--- config.mk ---
export PLATFORM = sky130hd
export DESIGN_NAME = expander_cfg
export DESIGN_NICKNAME = d
export VERILOG_FILES = /design/src/verilog/expander_cfg_pkg.sv /design/src/verilog/pin_debouncer.sv /design/src/verilog/expander_cfg.sv
export SDC_FILE = /design/constraint.sdc
export NUM_CORES = 1
export LEC_CHECK = 0
export ABC_AREA = 1
export BUFFER_PORTS_ARGS = -buffer_cell sky130_fd_sc_hd__buf_4
export CELL_PAD_IN_SITES_DETAIL_PLACEMENT = 1
export CELL_PAD_IN_SITES_GLOBAL_PLACEMENT = 2
export CORE_MARGIN = 5
export CORE_UTILIZATION = 37
export DETAILED_ROUTE_END_ITERATION = 10
export PLACE_DENSITY_LB_ADDON = 0.05
export SYNTH_ARGS = -nofsm -noshare
export SYNTH_HDL_FRONTEND = slang
export SYNTH_SLANG_ARGS = --single-unit
--- constraint.sdc ---
create_clock -name clock -period 4.8 [get_ports clock]
set_input_delay 0.24 -clock clock [delete_from_list [all_inputs] [get_ports clock]]
set_output_delay 0.24 -clock clock [all_outputs]
set_load 0.02 [all_outputs]
--- src/verilog/expander_cfg_pkg.sv ---
// Register map, field positions, reset values and timing of the config block
`default_nettype none
package expander_cfg_pkg;

	// ------------------------------------------------------------------
	// Register offsets
	// ------------------------------------------------------------------
	localparam logic [7:0] OFS_MISC      = 8'h10;
	localparam logic [7:0] OFS_LED_EN    = 8'h11;
	localparam logic [7:0] OFS_DEB_TIME  = 8'h12;
	localparam logic [7:0] OFS_DEB_EN    = 8'h13;
	localparam logic [7:0] OFS_KEY_CFG   = 8'h14;
	localparam logic [7:0] OFS_KEY_CODE  = 8'h15;

	// ------------------------------------------------------------------
	// Reset values and write masks
	// ------------------------------------------------------------------
	localparam logic [7:0] RST_MISC      = 8'h00;
	localparam logic [7:0] RST_LED_EN    = 8'h00;
	localparam logic [7:0] RST_DEB_TIME  = 8'h00;
	localparam logic [7:0] RST_DEB_EN    = 8'h00;
	localparam logic [7:0] RST_KEY_CFG   = 8'h00;
	localparam logic [7:0] RST_KEY_CODE  = 8'hFF;
	localparam logic [7:0] DEB_TIME_MASK = 8'h07;
	localparam logic [7:0] KEY_CFG_MASK  = 8'h7F;

	// ------------------------------------------------------------------
	// Field positions
	// ------------------------------------------------------------------
	localparam int MISC_BANKB_LOG  = 7;
	localparam int MISC_DIV_MSB    = 6;
	localparam int MISC_DIV_LSB    = 4;
	localparam int MISC_BANKA_LOG  = 3;
	localparam int MISC_RSTPIN_FN  = 2;
	localparam int MISC_NO_INC     = 1;
	localparam int MISC_NO_AUTOCLR = 0;
	localparam int DEB_TIME_MSB    = 2;
	localparam int KEY_ROW_MSB     = 6;
	localparam int KEY_ROW_LSB     = 5;
	localparam int KEY_COL_MSB     = 4;
	localparam int KEY_COL_LSB     = 3;
	localparam int KEY_SCAN_MSB    = 2;
	localparam int COL_PIN_BASE    = 4;

	// ------------------------------------------------------------------
	// Timing, in oscillator cycles (times scale with 2 MHz / oscillator_frequency)
	// ------------------------------------------------------------------
	localparam int REF_CLOCK_KHZ    = 2000;
	localparam int DEBOUNCE_BASE_US = 500;
	localparam int SCAN_BASE_US     = 1000;
	localparam int TIMER_W          = 18;
	localparam logic [TIMER_W-1:0] DEBOUNCE_BASE_CYCLES =
		TIMER_W'(DEBOUNCE_BASE_US * REF_CLOCK_KHZ / 1000);
	localparam logic [TIMER_W-1:0] SCAN_BASE_CYCLES =
		TIMER_W'(SCAN_BASE_US * REF_CLOCK_KHZ / 1000);
	localparam logic [1:0] OSC_OFF = 2'h0;

	// ------------------------------------------------------------------
	// Keypad scanner states
	// ------------------------------------------------------------------
	typedef enum logic [1:0] {
		SCAN_IDLE = 2'b00,
		SCAN_ROW  = 2'b01,
		SCAN_HOLD = 2'b10
	} scan_state_e;

endpackage
`default_nettype wire

--- src/verilog/pin_debouncer.sv ---
// Per-pin input debounce filter with individual bypass
`timescale 1ns/10ps
`default_nettype none
module pin_debouncer (
	// Clock and reset
	input  wire logic                                  clock,
	input  wire logic                                  rst_n,
	input  wire logic                                  ce,
	// Control
	input  wire logic                                  active,
	input  wire logic [7:0]                            enable,
	input  wire logic [expander_cfg_pkg::TIMER_W-1:0]  threshold,
	// Data
	input  wire logic [7:0]                            raw,
	output logic      [7:0]                            filtered
);

	// ------------------------------------------------------------------
	// One filter per pin
	// ------------------------------------------------------------------
	genvar i;
	generate
		for (i = 0; i < 8; i = i + 1) begin : g_ch
			logic [expander_cfg_pkg::TIMER_W-1:0] cnt_ff;
			logic                                 out_ff;

			always_ff @(posedge clock or negedge rst_n) begin
				if (!rst_n) begin
					cnt_ff <= '0;
					out_ff <= 1'b1;
				end else if (ce) begin
					if (!active || !enable[i]) begin
						// Bypass follows the raw level directly
						cnt_ff <= '0;
						out_ff <= raw[i];
					end else if (raw[i] == out_ff) begin
						cnt_ff <= '0;
					end else if (cnt_ff + 1'b1 >= threshold) begin
						cnt_ff <= '0;
						out_ff <= raw[i];
					end else begin
						cnt_ff <= cnt_ff + 1'b1;
					end
				end
			end

			assign filtered[i] = out_ff;
		end
	endgenerate

endmodule
`default_nettype wire

--- src/verilog/expander_cfg.sv ---
// LED, debounce and keypad configuration bank with keypad scanner
`timescale 1ns/10ps
`default_nettype none
// Behaviour
// - Divider field zero switches every LED driver off.
// - Nonzero divider N gives LED clock of oscillator_frequency over two to N-1.
// - Misc bit 3 picks linear or logarithmic fade law for bank A.
// - Reset pin low is full reset, or counter restart when bit 2 set.
// - Reset-pin function bit survives the external reset pin.
// - Address increments per byte unless misc bit 1 is set.
// - Bit 0 low lets data reads also clear interrupt source.
// - One LED driver enable bit per pin.
// - Debounce time 0.5ms doubling to 64ms, scaled by oscillator.
// - One debounce enable bit per pin; zero bypasses filter.
// - Row field enables scanning and picks 2, 3 or 4 rows.
// - Column field picks 1 to 4 columns from pin 4 upward.
// - Row scan time 1ms doubling to 128ms, scaled by oscillator.
// - Key code resets to all ones and shows key active low.
// - Key code has one zero at column pin, one at row pin.
// - Reading key code clears it, releases interrupt, resumes scan.
// - Oscillator off stops LED, keypad and debounce functions.
module expander_cfg #(
	parameter logic [expander_cfg_pkg::TIMER_W-1:0] DEBOUNCE_BASE_CYCLES =
		expander_cfg_pkg::DEBOUNCE_BASE_CYCLES,
	parameter logic [expander_cfg_pkg::TIMER_W-1:0] SCAN_BASE_CYCLES =
		expander_cfg_pkg::SCAN_BASE_CYCLES
) (
	// Clock and reset
	input  wire logic        clock,
	input  wire logic        rst_n,
	input  wire logic        ce,
	// Byte-level register access from the serial bus engine
	input  wire logic        bus_start,
	input  wire logic [7:0]  bus_addr,
	input  wire logic        bus_wr,
	input  wire logic [7:0]  bus_wdata,
	input  wire logic        bus_rd,
	output logic      [7:0]  rd_data,
	output logic             rd_valid,
	// Device context
	input  wire logic [1:0]  osc_source,
	input  wire logic        external_reset_pin_n,
	input  wire logic [7:0]  pin_in,
	// LED engine controls
	output logic      [7:0]  led_drive_en,
	output logic             led_engine_tick,
	output logic             bank_a_fade_log,
	output logic             bank_b_fade_log,
	output logic             counter_restart,
	output logic             autoclear_on_data_read,
	// Filtered inputs
	output logic      [7:0]  pin_filtered,
	// Keypad
	output logic      [3:0]  row_drive,
	output logic      [3:0]  row_oe,
	output logic             interrupt_line_n
);

	// ------------------------------------------------------------------
	// Pin synchronisers
	// ------------------------------------------------------------------
	logic [7:0] pin_meta_ff;
	logic [7:0] pin_sync_ff;
	logic       rst_meta_ff;
	logic       rst_sync_ff;

	always_ff @(posedge clock or negedge rst_n) begin
		if (!rst_n) begin
			pin_meta_ff <= 8'hFF;
			pin_sync_ff <= 8'hFF;
			rst_meta_ff <= 1'b1;
			rst_sync_ff <= 1'b1;
		end else if (ce) begin
			pin_meta_ff <= pin_in;
			pin_sync_ff <= pin_meta_ff;
			rst_meta_ff <= external_reset_pin_n;
			rst_sync_ff <= rst_meta_ff;
		end
	end

	// ------------------------------------------------------------------
	// Register file
	// ------------------------------------------------------------------
	logic [7:0] misc_control_ff;
	logic [7:0] led_driver_enable_ff;
	logic [7:0] debounce_time_config_ff;
	logic [7:0] debounce_enable_ff;
	logic [7:0] key_matrix_config_ff;
	logic [7:0] pressed_key_code_ff;
	logic [7:0] ptr_ff;
	logic       soft_por;
	logic       reg_wr;
	logic       key_read;
	logic       osc_on;

	assign osc_on   = (osc_source != expander_cfg_pkg::OSC_OFF);
	assign soft_por = !rst_sync_ff &&
		!misc_control_ff[expander_cfg_pkg::MISC_RSTPIN_FN];
	assign reg_wr   = bus_wr && !bus_start;
	assign key_read = bus_rd && !bus_start &&
		(ptr_ff == expander_cfg_pkg::OFS_KEY_CODE);

	always_ff @(posedge clock or negedge rst_n) begin
		if (!rst_n) begin
			misc_control_ff         <= expander_cfg_pkg::RST_MISC;
			led_driver_enable_ff    <= expander_cfg_pkg::RST_LED_EN;
			debounce_time_config_ff <= expander_cfg_pkg::RST_DEB_TIME;
			debounce_enable_ff      <= expander_cfg_pkg::RST_DEB_EN;
			key_matrix_config_ff    <= expander_cfg_pkg::RST_KEY_CFG;
		end else if (ce) begin
			if (soft_por) begin
				// Function bit kept: only a write or power-on clears it
				misc_control_ff <= (expander_cfg_pkg::RST_MISC &
					~(8'h01 << expander_cfg_pkg::MISC_RSTPIN_FN)) |
					(misc_control_ff &
					(8'h01 << expander_cfg_pkg::MISC_RSTPIN_FN));
				led_driver_enable_ff    <= expander_cfg_pkg::RST_LED_EN;
				debounce_time_config_ff <= expander_cfg_pkg::RST_DEB_TIME;
				debounce_enable_ff      <= expander_cfg_pkg::RST_DEB_EN;
				key_matrix_config_ff    <= expander_cfg_pkg::RST_KEY_CFG;
			end else if (reg_wr) begin
				unique case (ptr_ff)
					expander_cfg_pkg::OFS_MISC:
						misc_control_ff <= bus_wdata;
					expander_cfg_pkg::OFS_LED_EN:
						led_driver_enable_ff <= bus_wdata;
					expander_cfg_pkg::OFS_DEB_TIME:
						debounce_time_config_ff <= bus_wdata &
							expander_cfg_pkg::DEB_TIME_MASK;
					expander_cfg_pkg::OFS_DEB_EN:
						debounce_enable_ff <= bus_wdata;
					expander_cfg_pkg::OFS_KEY_CFG:
						key_matrix_config_ff <= bus_wdata &
							expander_cfg_pkg::KEY_CFG_MASK;
					default: ;
				endcase
			end
		end
	end

	// ------------------------------------------------------------------
	// Address pointer and read port
	// ------------------------------------------------------------------
	logic [7:0] rd_mux;
	logic [7:0] rd_data_ff;
	logic       rd_valid_ff;

	always_ff @(posedge clock or negedge rst_n) begin
		if (!rst_n) begin
			ptr_ff <= 8'h00;
		end else if (ce) begin
			if (bus_start) begin
				ptr_ff <= bus_addr;
			end else if ((bus_wr || bus_rd) &&
				!misc_control_ff[expander_cfg_pkg::MISC_NO_INC]) begin
				ptr_ff <= ptr_ff + 8'h01;
			end
		end
	end

	always_comb begin
		unique case (ptr_ff)
			expander_cfg_pkg::OFS_MISC:     rd_mux = misc_control_ff;
			expander_cfg_pkg::OFS_LED_EN:   rd_mux = led_driver_enable_ff;
			expander_cfg_pkg::OFS_DEB_TIME: rd_mux = debounce_time_config_ff;
			expander_cfg_pkg::OFS_DEB_EN:   rd_mux = debounce_enable_ff;
			expander_cfg_pkg::OFS_KEY_CFG:  rd_mux = key_matrix_config_ff;
			expander_cfg_pkg::OFS_KEY_CODE: rd_mux = pressed_key_code_ff;
			default:                        rd_mux = 8'h00;
		endcase
	end

	always_ff @(posedge clock or negedge rst_n) begin
		if (!rst_n) begin
			rd_data_ff  <= 8'h00;
			rd_valid_ff <= 1'b0;
		end else if (ce) begin
			rd_valid_ff <= bus_rd && !bus_start;
			if (bus_rd && !bus_start) begin
				rd_data_ff <= rd_mux;
			end
		end
	end

	// ------------------------------------------------------------------
	// LED clock divider and LED controls
	// ------------------------------------------------------------------
	logic [2:0] div_code;
	logic [6:0] div_span;
	logic [5:0] div_mask;
	logic [5:0] div_cnt_ff;
	logic       led_on;
	logic       led_tick_ff;
	logic [7:0] led_drive_en_ff;
	logic       bank_a_log_ff;
	logic       bank_b_log_ff;
	logic       restart_ff;
	logic       autoclr_ff;

	assign div_code = misc_control_ff[expander_cfg_pkg::MISC_DIV_MSB:
		expander_cfg_pkg::MISC_DIV_LSB];
	assign led_on   = (div_code != 3'h0) && osc_on;
	assign div_span = 7'h01 << (div_code - 3'h1);
	assign div_mask = 6'(div_span - 7'h01);

	always_ff @(posedge clock or negedge rst_n) begin
		if (!rst_n) begin
			div_cnt_ff  <= 6'h00;
			led_tick_ff <= 1'b0;
		end else if (ce) begin
			if (!led_on || !rst_sync_ff) begin
				div_cnt_ff  <= 6'h00;
				led_tick_ff <= 1'b0;
			end else begin
				div_cnt_ff  <= div_cnt_ff + 6'h01;
				led_tick_ff <= ((div_cnt_ff & div_mask) == div_mask);
			end
		end
	end

	always_ff @(posedge clock or negedge rst_n) begin
		if (!rst_n) begin
			led_drive_en_ff <= 8'h00;
			bank_a_log_ff   <= 1'b0;
			bank_b_log_ff   <= 1'b0;
			restart_ff      <= 1'b0;
			autoclr_ff      <= 1'b1;
		end else if (ce) begin
			led_drive_en_ff <= led_on ? led_driver_enable_ff : 8'h00;
			bank_a_log_ff   <=
				misc_control_ff[expander_cfg_pkg::MISC_BANKA_LOG];
			bank_b_log_ff   <=
				misc_control_ff[expander_cfg_pkg::MISC_BANKB_LOG];
			restart_ff      <= !rst_sync_ff;
			autoclr_ff      <=
				!misc_control_ff[expander_cfg_pkg::MISC_NO_AUTOCLR];
		end
	end

	// ------------------------------------------------------------------
	// Debounce filter
	// ------------------------------------------------------------------
	logic [expander_cfg_pkg::TIMER_W-1:0] deb_cycles;
	logic [expander_cfg_pkg::TIMER_W-1:0] scan_cycles;

	assign deb_cycles  = DEBOUNCE_BASE_CYCLES <<
		debounce_time_config_ff[expander_cfg_pkg::DEB_TIME_MSB:0];
	assign scan_cycles = SCAN_BASE_CYCLES <<
		key_matrix_config_ff[expander_cfg_pkg::KEY_SCAN_MSB:0];

	pin_debouncer u_debouncer (
		.clock     (clock),
		.rst_n     (rst_n),
		.ce        (ce),
		.active    (osc_on),
		.enable    (debounce_enable_ff),
		.threshold (deb_cycles),
		.raw       (pin_sync_ff),
		.filtered  (pin_filtered)
	);

	// ------------------------------------------------------------------
	// Keypad scanner
	// ------------------------------------------------------------------
	expander_cfg_pkg::scan_state_e state_ff;
	logic [1:0]                           rows_code;
	logic [1:0]                           cols_code;
	logic [3:0]                           col_mask;
	logic [3:0]                           col_low;
	logic [1:0]                           hit_col;
	logic [1:0]                           row_idx_ff;
	logic [expander_cfg_pkg::TIMER_W-1:0] scan_cnt_ff;
	logic                                 scan_en;
	logic                                 row_end;
	logic [3:0]                           row_drive_ff;
	logic [3:0]                           row_oe_ff;
	logic                                 int_n_ff;

	assign rows_code = key_matrix_config_ff[expander_cfg_pkg::KEY_ROW_MSB:
		expander_cfg_pkg::KEY_ROW_LSB];
	assign cols_code = key_matrix_config_ff[expander_cfg_pkg::KEY_COL_MSB:
		expander_cfg_pkg::KEY_COL_LSB];
	assign scan_en   = (rows_code != 2'h0) && osc_on && !soft_por;
	assign col_mask  = 4'(4'hF >> (2'h3 - cols_code));
	assign col_low   = ~pin_filtered[expander_cfg_pkg::COL_PIN_BASE +: 4] &
		col_mask;
	assign row_end   = (scan_cnt_ff + 1'b1 >= scan_cycles);

	// Lowest sensed column wins when several are low
	always_comb begin
		hit_col = 2'h0;
		for (int c = 3; c >= 0; c--) begin
			if (col_low[c]) begin
				hit_col = 2'(c);
			end
		end
	end

	always_ff @(posedge clock or negedge rst_n) begin
		if (!rst_n) begin
			state_ff    <= expander_cfg_pkg::SCAN_IDLE;
			row_idx_ff  <= 2'h0;
			scan_cnt_ff <= '0;
		end else if (ce) begin
			if (!scan_en) begin
				state_ff    <= expander_cfg_pkg::SCAN_IDLE;
				row_idx_ff  <= 2'h0;
				scan_cnt_ff <= '0;
			end else begin
				unique case (state_ff)
					expander_cfg_pkg::SCAN_IDLE: begin
						state_ff    <= expander_cfg_pkg::SCAN_ROW;
						row_idx_ff  <= 2'h0;
						scan_cnt_ff <= '0;
					end
					expander_cfg_pkg::SCAN_ROW: begin
						if (!row_end) begin
							scan_cnt_ff <= scan_cnt_ff + 1'b1;
						end else if (col_low != 4'h0) begin
							state_ff <= expander_cfg_pkg::SCAN_HOLD;
						end else begin
							scan_cnt_ff <= '0;
							row_idx_ff  <= (row_idx_ff == rows_code) ?
								2'h0 : row_idx_ff + 2'h1;
						end
					end
					expander_cfg_pkg::SCAN_HOLD: begin
						if (key_read) begin
							state_ff    <= expander_cfg_pkg::SCAN_ROW;
							row_idx_ff  <= 2'h0;
							scan_cnt_ff <= '0;
						end
					end
					default: state_ff <= expander_cfg_pkg::SCAN_IDLE;
				endcase
			end
		end
	end

	// Capture wins over a read in the same cycle
	always_ff @(posedge clock or negedge rst_n) begin
		if (!rst_n) begin
			pressed_key_code_ff <= expander_cfg_pkg::RST_KEY_CODE;
		end else if (ce) begin
			if (scan_en && state_ff == expander_cfg_pkg::SCAN_ROW &&
				row_end && col_low != 4'h0) begin
				pressed_key_code_ff <= ~((8'h01 << row_idx_ff) |
					(8'h01 << (3'(expander_cfg_pkg::COL_PIN_BASE) +
					{1'b0, hit_col})));
			end else if (key_read || soft_por) begin
				pressed_key_code_ff <= expander_cfg_pkg::RST_KEY_CODE;
			end
		end
	end

	always_ff @(posedge clock or negedge rst_n) begin
		if (!rst_n) begin
			row_drive_ff <= 4'hF;
			row_oe_ff    <= 4'h0;
			int_n_ff     <= 1'b1;
		end else if (ce) begin
			if (scan_en && state_ff == expander_cfg_pkg::SCAN_ROW) begin
				row_drive_ff <= ~(4'h1 << row_idx_ff);
				row_oe_ff    <= 4'(4'hF >> (2'h3 - rows_code));
			end else if (scan_en && state_ff == expander_cfg_pkg::SCAN_HOLD) begin
				row_drive_ff <= 4'hF;
				row_oe_ff    <= 4'(4'hF >> (2'h3 - rows_code));
			end else begin
				row_drive_ff <= 4'hF;
				row_oe_ff    <= 4'h0;
			end
			int_n_ff <= !(scan_en && state_ff == expander_cfg_pkg::SCAN_HOLD &&
				!key_read);
		end
	end

	// ------------------------------------------------------------------
	// Outputs
	// ------------------------------------------------------------------
	assign rd_data                = rd_data_ff;
	assign rd_valid               = rd_valid_ff;
	assign led_drive_en           = led_drive_en_ff;
	assign led_engine_tick        = led_tick_ff;
	assign bank_a_fade_log        = bank_a_log_ff;
	assign bank_b_fade_log        = bank_b_log_ff;
	assign counter_restart        = restart_ff;
	assign autoclear_on_data_read = autoclr_ff;
	assign row_drive              = row_drive_ff;
	assign row_oe                 = row_oe_ff;
	assign interrupt_line_n       = int_n_ff;

endmodule
`default_nettype wire

==> results.json <==
{
  "cts_setup_buffers": 0,
  "drt-wirelength-per-cell_um": 17.73,
  "post_synth_instance_area_um2": 18420,
  "place_hpwl_um": 41920,
  "grt_first_pass_wirelength_um": 95090,
  "finalWorstPathRequiredPeriod_ns": 3.837,
  "asyncSetResetFlopFracSynth_pct": 100.0,
  "syn_to_final_growth_pct": 14.72,
  "final_hold_viol_count": 0,
  "initial_core_util_pct": 37.55,
  "power.density_cell_area_nw_per_um2": 414.4,
  "clock_tree_from_tritoncts": "yes",
  "run_status": "finished, final reports clean",
  "vdd_drop_max_mv": 0.2052,
  "crit_required_ns": 5.26,
  "postSynthNetCount": 2660,
  "postSynth.topFlopCell": "dfrtp_1",
  "cts.path.max_buffers": 3,
  "ratio_of_cells_with_drive_above_1_in_the_final_layout_pct": 8.779,
  "top_level_ports": 72,
  "worstMarginPinSlew_ns": 0.9911,
  "fp.dieArea_um2": 54350,
  "max_freq_mhz": 260.6,
  "switchingPower_mw": 3.469,
  "internal_power_mw": 5.288,
  "critPathMostFrequentCell": "nor2_1",
  "max_slew_violations": 0,
  "cp-startpoint": "scan_cnt_ff[0]",
  "holdCritPathClass": "in2reg",
  "synth_area_per_cell_um2": 7.452,
  "grt_overflow_total": 0,
  "clock-root-buffer": "clkbuf_16",
  "dieHeight_um": 233.1,
  "crit_path_end": "scan_cnt_ff[0]",
  "final-setup-viol-count": 0,
  "fp.dieW_um": 233.1,
  "cts_hold_buf": 21,
  "fin_worst_hold_slack_ns": 0.03077,
  "netlist_instances": 2472,
  "routed_wl_um": 57820,
  "setup.worst_path.end_class": "register",
  "ant_nets": 0,
  "place.port_buffers": 71,
  "largest_net_degree_at_the_start_of_global_routing": 106,
  "category_of_the_worst_setup_path_launch_point": "register",
  "crit_chain": "ha_1 -> nand3_1 -> nor2_1 -> nand2_1 -> nor2_1 -> nand3_1 -> nor2_1 -> nand3_1 -> nor2_1 -> xor2_1 -> inv_1 -> ha_1 -> nand2_1 -> nor2_1 -> a21oi_1 -> nand4_1 -> buf_4 -> nor2_1 -> buf_4 -> nand2_2 -> o21ai_0",
  "global_route.usage.total_pct": 21.65,
  "ys_seq_elements": 279,
  "gates_resized_cts_repair": 0,
  "power_mw": 8.758,
  "seq_power_share_pct": 34.6,
  "critical_path.max_fanout": 13,
  "finalCoreUtilization_pct": 43.08,
  "route.vias.total": 16470,
  "placementRows": 81,
  "clock_latency_ns": 0.55,
  "clock_power_share_pct": 31.6,
  "pwr-share-comb_pct": 33.8,
  "totalNegativeSetupSlack_ns": 0,
  "unrepaired_setup_endpoints_after_global_routing": "false",
  "num-nets-final": 2758,
  "detail_route.first_pass.iterations": 6,
  "synth-edff-count": 0,
  "first_iter_violations": 722,
  "first_global_vias": 17810,
  "fin_worst_skew_ns": 0.01614,
  "cts.sinks": 279,
  "r2r_end": "scan_cnt_ff[0]",
  "number_of_h_tree_levels": 2,
  "regToRegSetupSlack_ns": 0.96,
  "sw_frac_of_total_pct": 39.61,
  "remaining_drc_errors": 0,
  "critical_path.slowest_cell": "dfrtp_1",
  "critPathArrivalTime_ns": 4.30,
  "final_cycle_utilization_of_the_critical_path_pct": 79.94,
  "n_antenna_cell": 0,
  "rel_slew_slack_pct": 33.93,
  "design.core.area_um2": 49050,
  "vias_per_cell": 5.050,
  "ys.warnings.count": 0,
  "place_congestion": 0.8368,
  "worstSetupPathType": "reg2reg",
  "r2r_start": "scan_cnt_ff[0]",
  "synth-seq-area-share_pct": 38.17,
  "yosys.cell_types.count": 54,
  "antenna_found_initial": 0,
  "critical_path.max_stage_delay_ns": 0.48,
  "power_leakage_nw": 10.79,
  "cts.clk_slew.worst_paths_ns": 0.06,
  "maxCapViolCount": 0,
  "cts_bufs_inserted": 37,
  "worst_r2r_path_cells": 21
}
-- sequential cells by signal, indices dropped and copies added (netlist names), 2 cells and up --
| signal | flops |
|---|---|
| led_drive_en | 8 |
| misc_control_ff | 8 |
| debounce_time_config_ff | 3 |
| row_drive | 4 |
| row_oe | 4 |
| div_cnt_ff | 6 |
| rd_data | 8 |
| key_matrix_config_ff | 7 |
| led_driver_enable_ff | 8 |
| pin_sync_ff | 8 |
| scan_cnt_ff | 18 |
| ptr_ff | 8 |
| u_debouncer.g_ch.out_ff | 8 |
| pressed_key_code_ff | 8 |
| u_debouncer.g_ch.cnt_ff | 144 |
| row_idx_ff | 2 |
| pin_meta_ff | 8 |
| state_ff | 2 |
| debounce_enable_ff | 8 |
-- worst max-delay path, delay by kind of cell, from the launching register on --
family          cells  cell delay (ns)
compound gates      2             0.39
xor+xnor            1             0.24
fa+ha+maj           2             0.52
buf+inv             3             0.41
flops               1             0.48
simple gates       13             1.68
-- worst min path at each step --
stage                     start                       endpoint  slack, ns  cells after the start
floorplan                 rst_n                bank_a_fade_log      -0.06                      0
global placement          rst_n  u_debouncer.g_ch[3].cnt_ff[6]       0.35                      1
detailed placement        rst_n  u_debouncer.g_ch[3].cnt_ff[5]       0.34                      1
CTS                 bus_addr[6]                      ptr_ff[6]       0.01                      3
global route        bus_addr[6]                      ptr_ff[6]       0.04                      3
finish              bus_addr[6]                      ptr_ff[6]       0.03                      3
-- synth_stat cells, types with 2 or more instances --
cell / count / area [um2]
nand2_1: 712 / 2673
o22ai_1: 45 / 281.5
ha_1: 155 / 1939
nand3_2: 2 / 20.02
o221ai_1: 2 / 17.52
and2_1: 2 / 12.51
buf_2: 6 / 30.03
nor3_1: 48 / 240.2
o21bai_1: 5 / 37.54
o21ai_1: 6 / 30.03
nand2_2: 2 / 12.51
nand4_1: 49 / 306.5
buf_6: 2 / 22.52
or2_2: 2 / 12.51
xnor2_1: 18 / 157.7
o21ai_0: 183 / 915.9
clkinv_1: 4 / 15.01
buf_1: 3 / 11.26
a21oi_1: 73 / 365.4
o211ai_1: 6 / 45.04
nor4b_1: 3 / 26.28
a31oi_1: 2 / 12.51
nand3b_1: 2 / 15.01
dfstp_2: 40 / 1051
dfrtp_1: 239 / 5981
nor3b_1: 2 / 15.01
o31a_1: 3 / 26.28
inv_1: 363 / 1363
o21ai_2: 10 / 87.58
o21a_1: 3 / 22.52
a211oi_1: 10 / 75.07
inv_2: 2 / 7.510
nand3_1: 141 / 705.7
buf_4: 10 / 75.07
xor2_1: 97 / 849.6
nor2_2: 7 / 43.79
nor2_1: 148 / 555.5
clkbuf_1: 42 / 157.7
nor4_1: 8 / 50.05
-- through the flow --
stage,worst slack (ns),cell area [um2],cells
finish,0.9629,21130,3261
global route,0.5012,21130,3261
CTS,0.9304,21130,3261
detailed placement,0.9564,19740,3174
global placement,1.117,19740,3174
floorplan,1.438,18420,2472
-- final cells by class --
type / count / area (um2)
Fill cell: 6184 / 27920
Multi-Input combinational cell: 1760 / 9708
Sequential cell: 279 / 7032
Inverter: 370 / 1393
Clock buffer: 60 / 1092
Timing Repair Buffer: 122 / 988.4
Tap cell: 664 / 830.8
Clock inverter: 6 / 87.58
-- cell usage in the layout (no fill, tap or decap), types with 15 or more instances in the layout --
| cell | instances |
|---|---|
| nand2_1 | 712 |
| inv_1 | 363 |
| dfrtp_1 | 239 |
| o21ai_0 | 181 |
| ha_1 | 155 |
| nor2_1 | 147 |
| nand3_1 | 141 |
| buf_4 | 99 |
| xor2_1 | 97 |
| a21oi_1 | 73 |
| nand4_1 | 49 |
| nor3_1 | 48 |
| o22ai_1 | 45 |
| dfstp_2 | 40 |
| clkbuf_16 | 37 |
| dlygate4sd3_1 | 21 |
| xnor2_1 | 18 |
| clkbuf_1 | 15 |
-- kinds of logic (layout without fill, tap and decap cells) --
family | Yosys count | count (layout) | share of synthesized area, %
compound gates | 354 | 354 | 10.68
xor+xnor | 115 | 115 | 5.468
fa+ha+maj | 155 | 155 | 10.53
buf+inv | 433 | 558 | 9.156
flops | 279 | 279 | 38.17
mux | 1 | 1 | 0.05434
simple gates | 1135 | 1135 | 25.93
-- metal layers --
| layer | global-route usage (%) | part of all wire, % | up-vias |
|---|---|---|---|
| li1 | - | - | 8143 |
| met1 | 28.48 | 47 | 8078 |
| met2 | 38.44 | 49 | 178 |
| met3 | 2.322 | 2.7 | 68 |
| met4 | 4.855 | 1.8 | 0 |
| met5 | 0 | 0 | - |
-- power by group through the flow --
| stage | Sequential (mW) | Clock (mW) | Combinational [mW] |
|---|---|---|---|
| 5_1_grt | 3.08 | 2.96 | 3.36 |
| 4_1_cts | 3.03 | 2.87 | 3.04 |
| 2_1_floorplan | 3.01 | 0 | 1.76 |
| 3_3_place_gp | 3.06 | 0 | 2.88 |
| 6_report | 3.03 | 2.77 | 2.96 |
| 3_5_place_dp | 3.07 | 0 | 3.00 |
No activity file was read; power rests on OpenSTA's default activity.
